$ cat config.mk
export PLATFORM = sky130hd
export DESIGN_NAME = dbgrs_top
export DESIGN_NICKNAME = d
export VERILOG_FILES = /design/src/dbgrs_pkg.sv /design/src/dbgrs_run_if.sv /design/src/dbgrs_run_core.sv /design/src/dbgrs_top.sv
export SDC_FILE = /design/constraint.sdc
export NUM_CORES = 1
export LEC_CHECK = 0
export BUFFER_PORTS_ARGS = -buffer_cell sky130_fd_sc_hd__clkbuf_2
export CORE_ASPECT_RATIO = 1.4
export CORE_MARGIN = 2
export CORE_UTILIZATION = 46
export DETAILED_ROUTE_END_ITERATION = 6
export PLACE_DENSITY = 0.86
export SKIP_LAST_GASP = 1
export SLEW_MARGIN = 20
export SYNTH_ARGS = -nofsm -noshare
export SYNTH_HDL_FRONTEND = slang
export SYNTH_SLANG_ARGS = --single-unit
export TNS_END_PERCENT = 20
$ cat constraint.sdc
create_clock -name i_clock -period 4.3 [get_ports i_clock]
set_input_delay 0.86 -clock i_clock [delete_from_list [all_inputs] [get_ports i_clock]]
set_output_delay 0.86 -clock i_clock [all_outputs]
set_load 0.05 [all_outputs]
$ cat src/dbgrs_pkg.sv
// Purpose: shared constants of the debug run status tracker
// Assumes: 32-bit AHB-Lite register bus, one word per register
// Notes: offsets are byte addresses
package dbgrs_pkg;
  // ==========================================================
  // register map
  localparam logic [7:0] DBGRS_OFS_CTRL = 8'h00;
  localparam logic [7:0] DBGRS_OFS_STATUS = 8'h04;
  localparam logic [7:0] DBGRS_OFS_IRQ_STAT = 8'h08;
  localparam logic [7:0] DBGRS_OFS_IRQ_MASK = 8'h0c;
  // ==========================================================
  // debug_control_reg fields
  localparam int DBGRS_CTRL_ENABLE = 7;
  localparam int DBGRS_CTRL_ARM = 6;
  localparam int DBGRS_CTRL_BEGIN = 5;
  // ==========================================================
  // debug_run_status fields
  localparam int DBGRS_ST_MATCH_A = 7;
  localparam int DBGRS_ST_MATCH_B = 6;
  localparam int DBGRS_ST_ARMED = 5;
  localparam int DBGRS_ST_CNT_LSB = 0;
  // ==========================================================
  // interrupt status and mask fields
  localparam int DBGRS_IRQ_RUN_END = 0;
  localparam int DBGRS_IRQ_MATCH_A = 1;
  localparam int DBGRS_IRQ_MATCH_B = 2;
  localparam int DBGRS_IRQ_W = 3;
  // ==========================================================
  // fifo count and reset values
  localparam int DBGRS_CNT_W = 4;
  localparam logic [3:0] DBGRS_FIFO_DEPTH = 4'h8;
  localparam logic [3:0] DBGRS_CNT_RESET = 4'h0;
  localparam logic [2:0] DBGRS_IRQ_RESET = 3'h0;
  localparam logic [31:0] DBGRS_RDATA_RESET = 32'h0000_0000;
  // ==========================================================
  // ahb encodings
  localparam logic [1:0] DBGRS_HTRANS_NONSEQ = 2'h2;
  localparam logic DBGRS_HRESP_OKAY = 1'h0;
endpackage : dbgrs_pkg

$ cat src/dbgrs_run_if.sv
// Purpose: carries run control and run status between the bus top and the run core
// Assumes: one clock domain
// Notes: all signals are same-clock
`timescale 1ns/100ps
interface dbgrs_run_if;
  import dbgrs_pkg::*;
  logic start;
  logic stop;
  logic begin_trace;
  logic match_a;
  logic match_b;
  logic trigger;
  logic fifo_full;
  logic [DBGRS_CNT_W-1:0] fifo_count;
  logic armed;
  logic match_a_flag;
  logic match_b_flag;
  logic [DBGRS_CNT_W-1:0] fifo_valid_count;
  logic run_start;
  logic run_end;
  logic set_a;
  logic set_b;
  modport top (
    output start, stop, begin_trace, match_a, match_b, trigger, fifo_full, fifo_count,
    input armed, match_a_flag, match_b_flag, fifo_valid_count, run_start, run_end,
    input set_a, set_b
  );
  modport core (
    input start, stop, begin_trace, match_a, match_b, trigger, fifo_full, fifo_count,
    output armed, match_a_flag, match_b_flag, fifo_valid_count, run_start, run_end,
    output set_a, set_b
  );
endinterface : dbgrs_run_if

$ cat src/dbgrs_run_core.sv
// Purpose: tracks one debug run: armed state, match flags, fifo valid count
// Assumes: start only when not armed; stop only when armed
// Notes: flags and count hold after the run until the next start
`timescale 1ns/100ps
module dbgrs_run_core
  import dbgrs_pkg::*;
(
  input wire logic i_clock,
  input wire logic i_reset,
  dbgrs_run_if.core run
);
  typedef struct packed {
    logic armed;
    logic flag_a;
    logic flag_b;
    logic [DBGRS_CNT_W-1:0] count;
    logic start_p;
    logic end_p;
    logic set_a_p;
    logic set_b_p;
  } dbgrs_core_s;

  dbgrs_core_s state;
  dbgrs_core_s next_state;
  logic auto_end;
  logic [DBGRS_CNT_W-1:0] clamped;

  // ==========================================================
  // next state
  always_comb begin
    next_state = state;
    next_state.start_p = 1'b0;
    next_state.end_p = 1'b0;
    next_state.set_a_p = 1'b0;
    next_state.set_b_p = 1'b0;
    clamped = (run.fifo_count > DBGRS_FIFO_DEPTH) ? DBGRS_FIFO_DEPTH : run.fifo_count; // RULE8
    // begin trace ends on full, end trace on trigger
    auto_end = run.begin_trace ? run.fifo_full : run.trigger; // RULE12
    if (run.start) begin
      next_state.armed = 1'b1; // RULE4
      next_state.flag_a = 1'b0; // RULE1
      next_state.flag_b = 1'b0; // RULE2
      next_state.count = DBGRS_CNT_RESET; // RULE7
      next_state.start_p = 1'b1;
    end else if (state.armed) begin // RULE9 RULE13
      next_state.count = clamped; // RULE7
      if (run.match_a && !state.flag_a) begin
        next_state.flag_a = 1'b1; // RULE1
        next_state.set_a_p = 1'b1;
      end
      if (run.match_b && !state.flag_b) begin
        next_state.flag_b = 1'b1; // RULE2
        next_state.set_b_p = 1'b1;
      end
      if (run.stop || auto_end) begin
        next_state.armed = 1'b0; // RULE5 RULE6
        next_state.end_p = 1'b1;
      end
    end
    // outside a run flags and count hold
  end

  always_ff @(posedge i_clock) begin
    if (i_reset) begin
      state <= '0;
    end else begin
      state <= next_state;
    end
  end

  assign run.armed = state.armed;
  assign run.match_a_flag = state.flag_a;
  assign run.match_b_flag = state.flag_b;
  assign run.fifo_valid_count = state.count;
  assign run.run_start = state.start_p;
  assign run.run_end = state.end_p;
  assign run.set_a = state.set_a_p;
  assign run.set_b = state.set_b_p;
endmodule : dbgrs_run_core

$ cat src/dbgrs_top.sv
// Purpose: debug run status tracker with an AHB-Lite register slave
// Assumes: match, trigger, fifo full and fifo count come from logic on i_clock
// Notes: reads take one wait state, writes none; response is always OKAY
//
// Behaviour
// RULE1: match A flag clears at run start, sets on comparator A match.
// RULE2: match B flag clears at run start, sets on comparator B match.
// RULE3: armed status mirrors arm bit while enabled; software cannot write it.
// RULE4: writing arm 1 while enabled arms and starts a new run.
// RULE5: run ends itself: fifo full in begin trace, trigger in end trace.
// RULE6: writing 0 to arm or enable ends the run at once.
// RULE7: valid count clears at run start, holds word count at run end.
// RULE8: valid count is plain binary, 0 up to 8 words.
// RULE9: valid count does not drop as the host drains the fifo.
// RULE10: debug host keeps its own tally of words unloaded.
// RULE11: status register is read only; writes change nothing.
// RULE12: begin select 1 is begin trace, 0 is end trace.
// RULE13: flags and count hold after the run until the next start.
`timescale 1ns/100ps
module dbgrs_top
  import dbgrs_pkg::*;
(
  input wire logic i_clock,
  input wire logic i_reset,
  // ahb-lite slave
  input wire logic i_hsel,
  input wire logic [31:0] i_haddr,
  input wire logic [1:0] i_htrans,
  input wire logic i_hwrite,
  input wire logic [2:0] i_hsize,
  input wire logic [31:0] i_hwdata,
  input wire logic i_hready,
  output logic [31:0] o_hrdata,
  output logic o_hreadyout,
  output logic o_hresp,
  // capture logic
  input wire logic i_match_a,
  input wire logic i_match_b,
  input wire logic i_trigger,
  input wire logic i_fifo_full,
  input wire logic [3:0] i_fifo_count,
  output logic o_debug_module_enable,
  output logic o_armed,
  output logic o_begin_trace,
  output logic o_run_start,
  output logic o_run_end,
  output logic o_irq
);
  // ==========================================================
  // state
  typedef struct packed {
    logic wr_pend;
    logic [7:0] wr_addr;
    logic rd_wait;
    logic [7:0] rd_addr;
    logic [31:0] rdata;
    logic enable;
    logic begin_sel;
    logic [DBGRS_IRQ_W-1:0] irq_stat;
    logic [DBGRS_IRQ_W-1:0] irq_mask;
  } dbgrs_bus_s;

  dbgrs_bus_s state;
  dbgrs_bus_s next_state;

  dbgrs_run_if run ();

  logic addr_ok;
  logic wr_ctrl;
  logic wr_stat;
  logic wr_mask;
  logic new_en;
  logic new_arm;
  logic new_begin;
  logic [7:0] status_byte;
  logic [7:0] ctrl_byte;
  logic [DBGRS_IRQ_W-1:0] irq_set;
  logic [DBGRS_IRQ_W-1:0] irq_clr;
  logic [31:0] read_mux;

  // ==========================================================
  // run core
  dbgrs_run_core u_core (
    .i_clock(i_clock),
    .i_reset(i_reset),
    .run(run.core)
  );

  assign run.match_a = i_match_a;
  assign run.match_b = i_match_b;
  assign run.trigger = i_trigger;
  assign run.fifo_full = i_fifo_full;
  assign run.fifo_count = i_fifo_count;
  assign run.begin_trace = state.begin_sel; // RULE12

  // ==========================================================
  // address phase
  always_comb begin
    addr_ok = i_hsel && (i_htrans == DBGRS_HTRANS_NONSEQ) && i_hready;
  end

  // ==========================================================
  // data phase write decode
  always_comb begin
    wr_ctrl = state.wr_pend && (state.wr_addr == DBGRS_OFS_CTRL);
    wr_stat = state.wr_pend && (state.wr_addr == DBGRS_OFS_IRQ_STAT);
    wr_mask = state.wr_pend && (state.wr_addr == DBGRS_OFS_IRQ_MASK);
    new_en = i_hwdata[DBGRS_CTRL_ENABLE];
    new_arm = i_hwdata[DBGRS_CTRL_ARM];
    new_begin = i_hwdata[DBGRS_CTRL_BEGIN];
  end

  // ==========================================================
  // run start and manual stop
  always_comb begin
    run.start = wr_ctrl && new_en && new_arm && !run.armed; // RULE4
    run.stop = wr_ctrl && run.armed && (!new_en || !new_arm); // RULE6
  end

  // ==========================================================
  // register images
  always_comb begin
    status_byte = 8'h00;
    status_byte[DBGRS_ST_MATCH_A] = run.match_a_flag;
    status_byte[DBGRS_ST_MATCH_B] = run.match_b_flag;
    status_byte[DBGRS_ST_ARMED] = run.armed && state.enable; // RULE3
    status_byte[DBGRS_ST_CNT_LSB +: DBGRS_CNT_W] = run.fifo_valid_count; // RULE8
    ctrl_byte = 8'h00;
    ctrl_byte[DBGRS_CTRL_ENABLE] = state.enable;
    ctrl_byte[DBGRS_CTRL_ARM] = run.armed; // RULE3
    ctrl_byte[DBGRS_CTRL_BEGIN] = state.begin_sel;
  end

  // ==========================================================
  // read mux, unmapped reads as zero
  always_comb begin
    case (state.rd_addr)
      DBGRS_OFS_CTRL: begin
        read_mux = {24'h00_0000, ctrl_byte};
      end
      DBGRS_OFS_STATUS: begin
        read_mux = {24'h00_0000, status_byte};
      end
      DBGRS_OFS_IRQ_STAT: begin
        read_mux = {29'h0000_0000, state.irq_stat};
      end
      DBGRS_OFS_IRQ_MASK: begin
        read_mux = {29'h0000_0000, state.irq_mask};
      end
      default: begin
        read_mux = DBGRS_RDATA_RESET;
      end
    endcase
  end

  // ==========================================================
  // interrupt events, set wins over clear
  always_comb begin
    irq_set = '0;
    irq_set[DBGRS_IRQ_RUN_END] = run.run_end;
    irq_set[DBGRS_IRQ_MATCH_A] = run.set_a;
    irq_set[DBGRS_IRQ_MATCH_B] = run.set_b;
    irq_clr = wr_stat ? i_hwdata[DBGRS_IRQ_W-1:0] : '0;
  end

  // ==========================================================
  // next state
  always_comb begin
    next_state = state;
    // bus pipeline
    next_state.wr_pend = 1'b0;
    if (state.rd_wait) begin
      // read data loaded after any write ahead of it has landed
      next_state.rd_wait = 1'b0;
      next_state.rdata = read_mux;
    end
    if (addr_ok) begin
      if (i_hwrite) begin
        next_state.wr_pend = 1'b1;
        next_state.wr_addr = {i_haddr[7:2], 2'b00};
      end else begin
        next_state.rd_wait = 1'b1;
        next_state.rd_addr = {i_haddr[7:2], 2'b00};
      end
    end
    // control register
    if (wr_ctrl) begin
      next_state.enable = new_en;
      // mode is frozen while a run is in progress
      if (!run.armed) begin
        next_state.begin_sel = new_begin; // RULE12
      end
    end
    // status register is read only: a write there is dropped
    // RULE11
    if (wr_mask) begin
      next_state.irq_mask = i_hwdata[DBGRS_IRQ_W-1:0];
    end
    next_state.irq_stat = (state.irq_stat & ~irq_clr) | irq_set;
  end

  // ==========================================================
  // state register
  always_ff @(posedge i_clock) begin
    if (i_reset) begin
      state.wr_pend <= 1'b0;
      state.wr_addr <= 8'h00;
      state.rd_wait <= 1'b0;
      state.rd_addr <= 8'h00;
      state.rdata <= DBGRS_RDATA_RESET;
      state.enable <= 1'b0;
      state.begin_sel <= 1'b0;
      state.irq_stat <= DBGRS_IRQ_RESET;
      state.irq_mask <= DBGRS_IRQ_RESET;
    end else begin
      state <= next_state;
    end
  end

  // ==========================================================
  // outputs
  assign o_hrdata = state.rdata;
  assign o_hreadyout = !state.rd_wait;
  assign o_hresp = DBGRS_HRESP_OKAY;
  assign o_debug_module_enable = state.enable;
  assign o_armed = run.armed;
  assign o_begin_trace = state.begin_sel;
  assign o_run_start = run.run_start;
  assign o_run_end = run.run_end;
  assign o_irq = |(state.irq_stat & state.irq_mask);

  // hsize is not checked: only whole-word transfers are supported
  logic unused_hsize;
  assign unused_hsize = ^i_hsize;
endmodule : dbgrs_top

== Yosys cells after proc, flatten, opt, wreduce, memory -nomap -nowiden ==
Cells that the tools add are included.

* Multiplexer cells: 15
* Shift-type cells: 0
* Equality and inequality tests: 6
* $add $sub $neg: 0
* $mul: 0
* Divide/modulo/power cells: 0
* Bitwise operators: 7
* Magnitude comparators: 1
* Reductions and logical operators: 32

{| class="wikitable"
|+ Operators by type and width
! cell !! number
|-
| 8-bit case mux with 4 select lines || 1
|-
| 6-bit by 2-bit equality test with 1-bit output, second input constant || 4
|-
| 9-bit 2-to-1 mux || 2
|-
| 8-bit logical NOT || 2
|-
| 7-bit 2-to-1 mux || 2
|-
| 1-bit logical AND || 13
|-
| 2-bit AND reduction || 5
|-
| 1-bit 2-to-1 mux || 8
|-
| 3-bit AND || 2
|-
| 6-bit by 1-bit equality test with 1-bit output, second input constant || 1
|-
| 1-bit logical NOT || 6
|-
| 3-bit OR reduction || 2
|-
| 4-bit greater-than comparator, second input constant || 1
|-
| 4-bit 2-to-1 mux || 1
|-
| 2-bit OR reduction || 2
|-
| 3-bit 2-to-1 mux || 1
|-
| 1-bit inverter || 3
|-
| 3-bit inverter || 1
|-
| 3-bit OR || 1
|-
| 2-bit equality test, second input constant || 1
|-
| 1-bit logical OR || 2
|}

* Logic and storage cells: 78
* Bits in writable memories: 0
* Flip-flop bits (word level): 65
* Input bits: 82
* Output and inout bits: 40
* Bits in latches: 0
* Memories kept: 0
* Bits in read-only memories: 0

== Depth between registers and ports, before layout ==
* Depth in word-level cells: 8
* Depth in mapped cells: 4
* Mapped depth without buffers: 3

== Hierarchy ==
A second synthesis with hierarchy kept.

* Cells, all modules: 214
* Area total of the unflattened synthesis: 1,960.6 µm²

{| class="wikitable"
|+ By module, submodules not included
! module !! times used !! area each (µm²) !! seq. area each (µm²) !! cells an instance
|-
| dbgrs_top || 1 || 1,562.7 || 580.6 || 176
|-
| dbgrs_run_core || 1 || 397.9 || 220.2 || 38
|}

== Worst setup path before layout ==
OpenSTA, ideal clock, no wires.

* Kind: register -> output
* Start point: register state[4] (netlist bit)
* End point: output o_irq
* Path slack: 2.569 ns
* Arrival time: 0.871 ns
* Cell stages (with the launch flop): 3
* Required time: 3.440 ns
* Buffers on the path: 0
* Cells stage by stage: dfxtp_1 a222oi_1 inv_1

* Cells in the longest elaborated chain, start to end: 2

{| class="wikitable"
|+ Ends and longest elaborated chain
! element !! line !! RTL
|-
| from (decl) || dbgrs_top.sv:63 || <nowiki>dbgrs_bus_s state;</nowiki>
|-
| from (signal assigned) || dbgrs_top.sv:216 || <nowiki>state <= next_state;</nowiki>
|-
| 3-bit AND || dbgrs_top.sv:230 || <nowiki>assign o_irq = |(state.irq_stat & state.irq_mask);</nowiki>
|-
| 3-bit OR reduction || dbgrs_top.sv:230 ||
|-
| to (decl) || dbgrs_top.sv:47 || <nowiki>output logic o_irq</nowiki>
|}

No other way between the ends.

== Worst setup path after layout ==
Same ends and word-level chain as after synthesis.

==> results.md <==
* Number of fill cells at 361
* Hold WC Path Type: flop to flop
* Slew @ Worst Pin at 0.601 ns
* Row count at 27
* Synth top cells by count: 40 x dfxtp_1, 33 x buf_4, 24 x a21oi_1, 22 x nand3_1, 15 x o21ai_0
* H-tree level count at 2
* Max Freq at 460 MHz
* Drt pass-1 iters at 7
* FF-to-FF End: u_core.run.match_a_flag
* Post-synth EDFFs at 0
* Reg with most FFs: state
* Via density at 5.45
* Die ar. at 0.00472 mm^2
* Tcrit/Tclk final at 50.6%
* Max-cap violation count at 0
* HPWL Detailed at 2910 um
* Largest register FFs at 20
* Die X at 58.6 um
* Prevailing post-synth register cell: dfxtp_1
* CTS Sinks at 40
* CTS tree: done
* Placed cell area at 0.00198 mm^2
* Pwr Total at 761 uW
* Share of layout cells above drive strength 1 at 22.5%
* Worst Setup SP: state[4]
* Post-cts sizing count at 0
* Critical Setup Path Class: flop to output port
* Cts-stage hold buffer count at 0
* Initial Utilization at 48.2%
* Reg clk slew, reported paths at 0.07 ns
* Final net count at 330
* Yosys warns at 0
* FF+latch count, synth at 40
* CTS Buffer Depth at 2
* Area Overhead vs Synth at 8.79%
* Register area at 801 um^2
* Initial drt markers at 73
* Fin Clk Skew at 0.00782 ns
* Detail Route Antenna Nets at 0
* Core footprint at 0.00399 mm^2
* Largest net degree at the start of global routing at 32
* Share of the synthesized area in the top cell type at 41.7%
* Critical Path AT at 1.32 ns
* Mean post-synth cell area at 8.81 um^2
* Hold Path End: o_hrdata[3]
* Reg2reg start: u_core.run.armed
* Clock Latency Late Sink at 0.29 ns
* Antenna Cells at 0
* Critical Path RT at 3.44 ns
* Netlist cell types at 36
* Drt total wl at 3870 um
* Vias at 1591
* Unrepaired setup endpoints after global routing: false
* CP delay by family, top: compound AO/OA/AOI/OAI gates
* Total CTS buffers at 5
* Die Height at 80.5 um
* Crit path launch type: flop
* WP buf/inv at 2
* CP max stage cell: a222oi_1
* DR WL/cell at 13.3 um
* I/O pins at 122
* Hold Slack at 0.455 ns
* Critical Path, Cell by Cell: a222oi_1 > inv_1 > clkbuf_2
* Failing checks: DRC
* FFs w/ async S/R, synth at 0%
* Worst reg-to-reg path cell count at 3
* Slew HR at 59.6%
* Min-delay src: u_core.run.fifo_valid_count[3]
* Fin. Hold Viols at 0
* Power density over the cells at 364 mW/mm^2
* Cell count after synthesis at 218
* Most frequent cell after synthesis: dfxtp_1
* Postcts setup bufs at 0
* DRC Markers at 6
* R2R Setup Slk at 2.70 ns
* Cell taking the most area after synthesis: dfxtp_1
* Number of global-route vias before repair at 1380
* Slowest Stage Delay on Critical Path at 0.37 ns
* CTS root buffer: clkbuf_8
* GRT overflow at 0
* First-pass GRT wire length at 6020 um
* Final setup viols at 0
* Initial antenna violation count at 0
* Final TNS setup at 0 ns
* RePlAce Congestion at 0.875
* Status: complete, but fails checks
* Fin crit period at 2.18 ns
* Max IR drop VDD at 258 uV
* Crit. End Element: output port
* Synthesized area at 0.00192 mm^2
* Area of the multi-input gates at 893 um^2
* # port buffers at 40
* Worst Path Max Fanout at 3
* Total track usage at 17.0%
* Leakage at 0.834 nW
* Final Instance Area at 0.00209 mm^2
* Post-synthesis sequential area ratio at 41.7%
* Max Slew Vio Count at 0
* Top post-synthesis cells by area: dfxtp_1 42%, buf_4 13%, a21oi_1 6.3%
* Hold depth at 2
==> stage by stage <==
step	cells	setup WS, ns	utilization [%]
finish	292	2.12	52.4
floorplan	243	2.57	-
global placement	284	2.13	49.7
CTS	292	2.13	52.4
detailed placement	284	2.10	49.7
global route	292	2.06	52.4
==> where the power goes <==
group	internal, mW	switching, mW	leakage [nW]
clock network	0.172	0.127	0.0552
logic	0.0144	0.0718	0.457
registers	0.372	0.00273	0.322
==> worst max path at each step <==
stage / to / slack, ns / cells past startpoint
2_1_floorplan: o_irq / 2.57 / 2
5_1_grt: o_irq / 2.06 / 3
6_report: o_irq / 2.12 / 3
3_5_place_dp: o_hrdata[2] / 2.10 / 4
3_3_place_gp: o_hrdata[2] / 2.13 / 4
4_1_cts: o_irq / 2.13 / 3
==> cells by family after synthesis <==
| family | synth area share [%] |
|---|---|
| AOI/OAI and AO/OA | 18.7 |
| buffers and inverters | 16.7 |
| DFF | 41.7 |
| muxes | 3.84 |
| other | 0.195 |
| and+or+nand+nor | 18.9 |
==> metal layers <==
| metal | part of all wire [%] | GRT usage [%] | vias up |
|---|---|---|---|
| met4 | 1.9 | 7.50 | 0 |
| met5 | 0 | 0 | - |
| met1 | 41 | 19.0 | 723 |
| met2 | 49 | 29.2 | 79 |
| met3 | 8.4 | 4.99 | 8 |
| li1 | - | - | 781 |
==> worst min-delay path: cells and delay by family (launching register included) <==
| kind | cells | cell delay, ns |
|---|---|---|
| simple gates | 1 | 0.05 |
| flops | 1 | 0.31 |
| compound gates | 1 | 0.05 |
==> final cells by class <==
cell class              count  share of cell area [%]
repair buffers             41                    9.94
clock buffers               6                    3.47
well taps                  43                    2.57
clock inverters             2                    1.68
multi-input cells         153                    42.8
flip-flops and latches     40                    38.3
inverters                   7                    1.26
==> cells in the final DEF (no fill, tap or decap), types with 2 or more instances in the layout <==
| cell | synthesis | final |
|---|---|---|
| mux2_2 | 3 | 3 |
| nand3b_1 | 3 | 3 |
| clkbuf_8 | 0 | 5 |
| nor3b_1 | 2 | 2 |
| nor2b_1 | 5 | 5 |
| a311oi_1 | 3 | 3 |
| conb_1 | 1 | 26 |
| inv_1 | 7 | 7 |
| nor2_1 | 11 | 11 |
| mux2i_1 | 4 | 4 |
| a22o_1 | 6 | 6 |
| clkbuf_2 | 0 | 40 |
| nand4b_1 | 2 | 2 |
| nand2_1 | 5 | 5 |
| dfxtp_1 | 40 | 40 |
| o31ai_1 | 4 | 4 |
| o21ai_0 | 15 | 15 |
| a21oi_1 | 24 | 24 |
| nand3_1 | 22 | 22 |
| nor3_1 | 4 | 4 |
Power figures use the tool's default switching activity.
